## config.mk

```make
export PLATFORM = sky130hd
export DESIGN_NAME = ppic_bank
export DESIGN_NICKNAME = d
export VERILOG_FILES = /design/src/ppic_pkg.sv /design/src/ppic_bank.sv
export VERILOG_INCLUDE_DIRS = /design/src /design/src/src
export SDC_FILE = /design/constraint.sdc
export NUM_CORES = 1
export LEC_CHECK = 0
export BUFFER_PORTS_ARGS = -buffer_cell sky130_fd_sc_hd__buf_4
export CAP_MARGIN = 20
export CORE_UTILIZATION = 48
export DETAILED_ROUTE_END_ITERATION = 8
export GPL_ROUTABILITY_DRIVEN = 0
export GPL_TIMING_DRIVEN = 0
export PLACE_DENSITY = 0.81
export SETUP_SLACK_MARGIN = 0.02
export SYNTH_ARGS = -nofsm -noshare
export SYNTH_HDL_FRONTEND = slang
export SYNTH_SLANG_ARGS = --single-unit
export TNS_END_PERCENT = 100
```

## constraint.sdc

```tcl
create_clock -name core_clk_i -period 1.75 [get_ports core_clk_i]
set_input_delay 0.175 -clock core_clk_i [delete_from_list [all_inputs] [get_ports core_clk_i]]
set_output_delay 0.175 -clock core_clk_i [all_outputs]
set_load 0.01 [all_outputs]
```

## src/ppic_defs.svh

```systemverilog
// Register offsets, field positions and reset values of the PVID insertion control bank
`ifndef PPIC_DEFS_SVH
`define PPIC_DEFS_SVH

`define PPIC_NUM_PORTS      5
`define PPIC_OFF_PORT1      12'h0B0
`define PPIC_OFF_PORT2      12'h0C0
`define PPIC_OFF_PORT3      12'h0D0
`define PPIC_OFF_PORT4      12'h0E0
`define PPIC_OFF_PORT5      12'h0F0
`define PPIC_OFF_GLOBAL     12'h087
`define PPIC_BIT_RSVD7      7
`define PPIC_BIT_PASS_ALL   6
`define PPIC_BIT_INS_HIGH   3
`define PPIC_BIT_INS_2HIGH  2
`define PPIC_BIT_INS_2LOW   1
`define PPIC_BIT_INS_LOW    0
`define PPIC_BIT_GLB_INS    2
`define PPIC_PORT_RESET     8'h80
`define PPIC_PORT_WMASK     8'h4F
`define PPIC_GLB_RESET      8'h00
`define PPIC_GLB_WMASK      8'h04

`endif

```

## src/ppic_pkg.sv

```systemverilog
// Types of the PVID insertion control bank
package ppic_pkg;

    typedef struct packed {
        logic [4:0][7:0] port_ctrl;
        logic [7:0]      glb_ctrl;
        logic [31:0]     prdata;
        logic            pslverr;
    } ppic_state_t;

endpackage

```

## src/ppic_bank.sv

```systemverilog
// Per-port PVID insertion and pass-all control registers with APB slave
//
// Design decision made here: the APB slave port.
`timescale 1ns/1ps
`include "ppic_defs.svh"

module ppic_bank
(
    input  wire logic        core_clk_i,
    input  wire logic        arst_n_i,
    input  wire logic        psel_i,
    input  wire logic        penable_i,
    input  wire logic        pwrite_i,
    input  wire logic [11:0] paddr_i,
    input  wire logic [31:0] pwdata_i,
    input  wire logic [3:0]  pstrb_i,
    output logic      [31:0] prdata_o,
    output logic             pready_o,
    output logic             pslverr_o,
    input  wire logic [2:0]  src_port_i,
    input  wire logic        src_tagged_i,
    input  wire logic [11:0] src_pvid_i,
    output logic      [4:0]  pass_all_o,
    output logic      [4:0]  insert_egress_o,
    output logic      [11:0] insert_vid_o
);

    ppic_pkg::ppic_state_t state;
    ppic_pkg::ppic_state_t next_state;

    logic       access;
    logic [2:0] hit_idx;
    logic       hit_port;
    logic       hit_glb;
    logic [4:0] map_sel;

    assign access   = psel_i & penable_i;
    assign hit_glb  = (paddr_i == `PPIC_OFF_GLOBAL);

    always_comb
    begin
        hit_idx  = 3'h0;
        hit_port = 1'b0;
        unique case (paddr_i)
            `PPIC_OFF_PORT1: begin hit_idx = 3'h0; hit_port = 1'b1; end
            `PPIC_OFF_PORT2: begin hit_idx = 3'h1; hit_port = 1'b1; end
            `PPIC_OFF_PORT3: begin hit_idx = 3'h2; hit_port = 1'b1; end
            `PPIC_OFF_PORT4: begin hit_idx = 3'h3; hit_port = 1'b1; end
            `PPIC_OFF_PORT5: begin hit_idx = 3'h4; hit_port = 1'b1; end
            default:         begin hit_idx = 3'h0; hit_port = 1'b0; end
        endcase
    end

    always_comb
    begin
        next_state         = state;
        next_state.pslverr = 1'b0;
        if (psel_i && !penable_i)
        begin
            next_state.prdata = 32'h0000_0000;
            if (hit_port)
                next_state.prdata = {24'h00_0000, state.port_ctrl[hit_idx]};
            else if (hit_glb)
                next_state.prdata = {24'h00_0000, state.glb_ctrl};
            next_state.pslverr = !(hit_port || hit_glb);
        end
        if (access && pwrite_i && pstrb_i[0])
        begin
            if (hit_port)
                next_state.port_ctrl[hit_idx] = (pwdata_i[7:0] & `PPIC_PORT_WMASK)
                    | (state.port_ctrl[hit_idx] & ~`PPIC_PORT_WMASK);
            else if (hit_glb)
                next_state.glb_ctrl = pwdata_i[7:0] & `PPIC_GLB_WMASK;
        end
        if (access)
            next_state.pslverr = state.pslverr;
    end

    always_ff @(posedge core_clk_i or negedge arst_n_i)
    begin
        if (!arst_n_i)
        begin
            state.port_ctrl <= {`PPIC_NUM_PORTS{`PPIC_PORT_RESET}};
            state.glb_ctrl  <= `PPIC_GLB_RESET;
            state.prdata    <= 32'h0000_0000;
            state.pslverr   <= 1'b0;
        end
        else
        begin
            state <= next_state;
        end
    end

    assign pready_o  = 1'b1;
    assign prdata_o  = state.prdata;
    assign pslverr_o = access & state.pslverr;

    // Pass-all enables; software restricts use to RX sniffing
    always_comb
    begin
        for (int i = 0; i < `PPIC_NUM_PORTS; i++)
            pass_all_o[i] = state.port_ctrl[i][`PPIC_BIT_PASS_ALL];
    end

    // Egress mapping of the four insertion bits for the current source port
    always_comb
    begin
        logic [7:0] r;
        r       = 8'h00;
        map_sel = 5'h00;
        if (src_port_i < 3'h5)
        begin
            r = state.port_ctrl[src_port_i];
            map_sel[4] = r[`PPIC_BIT_INS_HIGH];
            if (src_port_i <= 3'h2)
                map_sel[3] = r[`PPIC_BIT_INS_2HIGH];
            else
                map_sel[2] = r[`PPIC_BIT_INS_2HIGH];
            if (src_port_i <= 3'h1)
                map_sel[2] = map_sel[2] | r[`PPIC_BIT_INS_2LOW];
            else
                map_sel[1] = r[`PPIC_BIT_INS_2LOW];
            if (src_port_i == 3'h0)
                map_sel[1] = map_sel[1] | r[`PPIC_BIT_INS_LOW];
            else
                map_sel[0] = r[`PPIC_BIT_INS_LOW];
        end
        if (!state.glb_ctrl[`PPIC_BIT_GLB_INS] || src_tagged_i)
            map_sel = 5'h00;
    end

    assign insert_egress_o = map_sel;
    assign insert_vid_o    = src_pvid_i;

endmodule // ppic_bank

```

# After elaboration in Yosys (flattened, before gate mapping)
# Cells that the tools add are included.
dict set report word_totals {
  mem_bits_ro 0
  latch_bits 0
  reg_bits 50
  output_inout_bits 56
  word_cells 61
  n_memories 0
  mem_bits_rw 0
  input_bits 69
}
dict set report op_classes {
  multipliers 0
  n_eq_ne 6
  n_div 0
  n_bitwise 6
  n_mux 22
  shifts 0
  addsub 0
  n_lt_le_gt_ge 6
  n_reduce_logical 13
}
# cell count
set ops {}
lappend ops {{== test 12 x 8 -> 1 bit, second input constant} 6}
lappend ops {{binary-select mux 8 bit (select 3 bit)} 2}
lappend ops {{bitwise mux 40 bit} 1}
lappend ops {{demux 8 bit (select 3 bit)} 1}
lappend ops {{two-way mux 8 bit} 3}
lappend ops {{case mux 3 bit (4 select lines)} 1}
lappend ops {{two-way mux 1 bit} 10}
lappend ops {{two-way mux 5 bit} 2}
lappend ops {{less-than comparator 3 x 4 -> 1 bit, second input constant} 2}
lappend ops {{OR 7 x 8 -> 8 bit} 1}
lappend ops {{OR reduction 5 bit} 1}
lappend ops {{logical AND 1 bit} 4}
lappend ops {{two-way mux 4 bit} 1}
lappend ops {{greater-or-equal comparator 3 x 1 -> 1 bit, second input constant} 1}
lappend ops {{<= comparator 3 x 1 -> 1 bit, second input constant} 1}
lappend ops {{<= comparator 3 x 2 -> 1 bit, second input constant} 1}
lappend ops {{logical NOT 1 bit} 3}
lappend ops {{logical NOT 3 bit} 1}
lappend ops {{less-than comparator 3 bit, second input constant} 1}
lappend ops {{two-way mux 3 bit} 1}
lappend ops {{AND reduction 3 bit} 1}
lappend ops {{AND 1 bit} 2}
lappend ops {{logical OR 1 bit} 2}
lappend ops {{OR 1 bit} 2}
lappend ops {{other kinds (2)} 2}

# Depth between registers and ports, before layout
dict set report logic_depth {
  depth_word 8
  depth_mapped 6
  mapped_depth_nobuf 4
}

# Least setup slack after synthesis
# Ideal clock, no wire load.
dict set report synth_timing {
  path_kind {input-to-reg}
  from {in paddr_i[8]}
  to {reg state (netlist bit pass_all_o[0])}
  cell_stages 5
  t_arrival_ps 1673
  path_buffers 1
  setup_ps 125
  path_slack_ps -47
  required_time_ps 1625
  cell_sequence {or4_1 -> buf_2 -> nor3b_2 -> nand4_1 -> mux2_2}
}
dict set report synth_between {
  elab_chain_len 7
  word_cells_on_any_way 15
  classes_between {order compare (2); eq/ne (5); mux (5); reduce/logical (3)}
}
# item line
set synth_lines {}
lappend synth_lines {{start: declaration} ppic_bank.sv:14} ;# input wire logic [11:0] paddr_i,
lappend synth_lines {{== test 12 x 8 -> 1 bit} ppic_bank.sv:44} ;# unique case (paddr_i)
lappend synth_lines {{case mux 3 bit (4 select lines)} ppic_bank.sv:44}
lappend synth_lines {{less-than comparator 3 x 4 -> 1 bit / greater-or-equal comparator 3 x 1 -> 1 bit (equally long branches)} ppic_bank.sv:70} ;# next_state.port_ctrl[hit_idx] = (pwdata_i[7:0] & `PPIC_PORT_WMASK)
lappend synth_lines {{logical AND 1 bit} ppic_bank.sv:70}
lappend synth_lines {{two-way mux 8 bit} ppic_bank.sv:70}
lappend synth_lines {{demux 8 bit (select 3 bit)} ppic_bank.sv:70}
lappend synth_lines {{bitwise mux 40 bit} ppic_bank.sv:70}
lappend synth_lines {{end signal: assignment} ppic_bank.sv:90} ;# state <= next_state;
lappend synth_lines {{end: declaration} ppic_bank.sv:28} ;# ppic_pkg::ppic_state_t state;
# Several ways; a longest one is shown, not always the timed one.
# A chain may end at the register's enable or synchronous reset.

# Worst setup path in the final report
# Same ends and word-level chain as after synthesis.

==> results.toml <==
[die]
dieHeight_um = 79.11
start_util_pct = 50.89
io_pins = 125
die_area_um2 = 6258
rows = 27
core_um2 = 5608
die_x_um = 79.11

[placed_design]
post_dp_cell_area_um2 = 3446
hpwl_mm = 4.716
dp_slack_ns = -0.4502
port_buffers = 53

[timing]
layout_setup_ws_ns = 0.04548
max_freq_mhz = 586.7
period_share_pct = 97.40
finalWorstPathRequiredPeriod_ns = 1.705
tightest_slew_ns = 0.6140
finalHoldViolations = 0
hold_ws_ns = 0.1368
fin_tns_setup_ns = 0
setup_viol = 0
rsz0062_at_grt = "true"
skew_ns = 0.003060
finalMaxSlewViolations = 0
relSlewSlack_pct = 59.07

[setup_path]
cp_max_fo = 10
cpMaxStageDelayCell = "or4_4"
crit_family = "simple AND/OR/NAND/NOR gates"
path_depth = 7
cpMostUsedCell = "buf_4"
critPathKind = "in -> reg"
critical_path_arrival_ns = 1.90
cp.required_ns = 1.94
crit_chain = "buf_4 -> or4_4 -> buf_6 -> nor3b_4 -> nand4_1 -> buf_4 -> mux2_2"
r2r-end = "prdata_o[2]"
critPathLaunchType = "input port"
crit_buf_inv = 3
critical_path.startpoint = "paddr_i[8]"
critPathMaxStageDelay_ns = 0.53
ff2ff_path_depth = 4
cp-end-kind = "register"
reg2reg_setup_slack_ns = 0.18
r2r-start = "state[35]"
setup.worst_path.end = "pass_all_o[0]"

[route]
avgViaCountPerCell = 5.194
ant_nets = 0
routed_wl_mm = 6.341
first_pass_iters = 4
wire_per_inst_um = 14.82
via_count = 2223
drtIter0Drc = 225
route.detailed.drc = 0

[cts]
cts_buffer_depth = 2
clk_pin_slew_ns = 0.08
cts-root-buf = "clkbuf_8"
cts_made_buffers = 5
cts.sinks = 50
cts_tree = "built"
clk_latency_ns = 0.30
h-tree-depth = 2

[grt]
antenna_found_initial = 0
grt_max_degree = 51
grt_pass1_wl_mm = 10.11
first_global_vias = 2115
track_usage_pct = 21.08
overflow = 0

[layout]
final_cell_area_um2 = 3651
fin_util_pct = 65.10
drive_above_1_share_pct = 47.47
finalNetCount = 424
num_antenna_cells = 0
area_growth_pct = 27.93

[logic_synthesis]
synth_top_family_by_area = "multiplexers"
syn_inst = 267
synthDistinctLibCells = 42
synth_xor_xnor_area_share_pct = 0
syn-cell-area_um2 = 2854
synth.avg_cell_area_um2 = 10.69
ys_async_sr_fraction_pct = 100.0
synth.most_common_cell = "buf_4"
synth-seq-area-share_pct = 44.06
ys_ff_latch = 50
synthAdderAreaFrac_pct = 0
synthSimpleGateAreaFrac_pct = 14.86
synth_ff_type = "dfrtp_1"
synth_compound_area_share_pct = 5.612
yosysWarnings = 0
yosys-top-cells-area = "dfrtp_1 (39%), buf_4 (13%), mux2_2 (11%), dfstp_2 (4.6%), mux2i_1 (4.6%)"
synth_edf_count = 0
netlist_top_cells_count = "buf_4 (50), dfrtp_1 (45), mux2_2 (27)"
synth_top_area_cell = "dfrtp_1"
synthMuxAreaShare_pct = 18.37
synth_top_area_share_pct = 39.46

[worst_hold_path]
hp-class = "in -> reg"

[power_and_ir_drop]
powerDensity_nw_per_um2 = 616.9
p_leak_uw = 0.001841
ir_worst_vdd_uv = 507.4

[run_status]
status = "finished clean"

[run]
maxCapViolations = 0
worst register-to-register path, stage by stage (launching register included):
cell and delay (ns):
dfrtp_1 0.36, or4bb_1 0.49, nor4_1 0.38, nor3_1 0.10, a21oi_1 0.16
layout by cell type, fill, tap and decap left out, types with 2 or more instances in the layout:
| master | count |
|---|---|
| buf_4 | 107 |
| dfrtp_1 | 45 |
| mux2_2 | 27 |
| conb_1 | 25 |
| clkbuf_1 | 21 |
| mux2i_1 | 13 |
| nand2_1 | 13 |
| nand2b_1 | 8 |
| nor2_1 | 7 |
| o21ai_0 | 6 |
| a21oi_1 | 6 |
| nand3_1 | 5 |
| clkbuf_8 | 5 |
| dfstp_2 | 5 |
| mux4_2 | 4 |
| nor4_1 | 4 |
| inv_1 | 3 |
| nor3_1 | 3 |
| nand4b_1 | 3 |
| or2_2 | 3 |
| or4_4 | 3 |
| nor4_2 | 3 |
| and3_1 | 2 |
| buf_6 | 2 |
| nand3b_1 | 2 |
| nand4_1 | 2 |
| o31ai_1 | 2 |
| o41ai_1 | 2 |
| o21ai_1 | 2 |
worst min path at each step:
stage	from	end	slack, ns	cells after the start
global route	pwdata_i[3]	state[76]	0.13	2
global placement	arst_n_i	state[62]	0.23	1
floorplan	arst_n_i	pass_all_o[0]	-0.12	0
detailed placement	arst_n_i	state[54]	0.23	1
CTS	pwdata_i[3]	state[60]	0.14	2
finish	pwdata_i[3]	state[76]	0.14	2
cell type report:
cell class	count	area, µm²
clock inverter	1	30.03
sequential	50	1257
tap	72	90.09
timing repair buffer	58	437.9
fill	462	1957
multi-input combinational	163	1265
clock buffer	7	76.32
buffer	74	483.0
inverter	3	11.26
registers in the layout, indices dropped and copies added, names as in the netlist:
signal / count
prdata_o: 8
state: 37
pass_all_o: 5
metrics by stage:
step	std cells	power [µW]
final	428	2252
after global routing	428	2345
after CTS	427	2253
after floorplan	290	1352
after detailed placement	415	1472
after global placement	415	1468
routing by layer:
metal / vias to the layer above / GRT usage [%] / wire, µm / part of all wire [%]
met3: 4 / 4.253 / 527 / 8.3
met4: 0 / 6.727 / 65 / 1.0
li1: 1037 / - / - / -
met2: 105 / 36.47 / 3263 / 51
met1: 1077 / 26.33 / 2485 / 39
met5: - / 0 / 0 / 0
timing repair:
| item | in CTS | in global routing |
|---|---|---|
| hold buffers | 1 | 0 |
| pin swaps | 2 | 2 |
| endpoints found under the setup margin | 16 | 27 |
| endpoints found under the hold margin | 45 | 0 |
| gates resized for setup | 5 | 10 |
| setup buffers | 3 | 1 |
cells by family after synthesis:
| kind of cell | count (synthesis) |
|---|---|
| compound gates | 25 |
| buf+inv | 77 |
| flops | 50 |
| mux | 44 |
| other cells | 2 |
| simple gates | 69 |
report_power, final:
| part | switching [µW] | total (µW) | internal, µW |
|---|---|---|---|
| Sequential | 1.56 | 1160 | 1160 |
| Clock | 363 | 791 | 428 |
| Combinational | 153 | 301 | 148 |
Note: power is estimated with default switching activity, not from simulation.
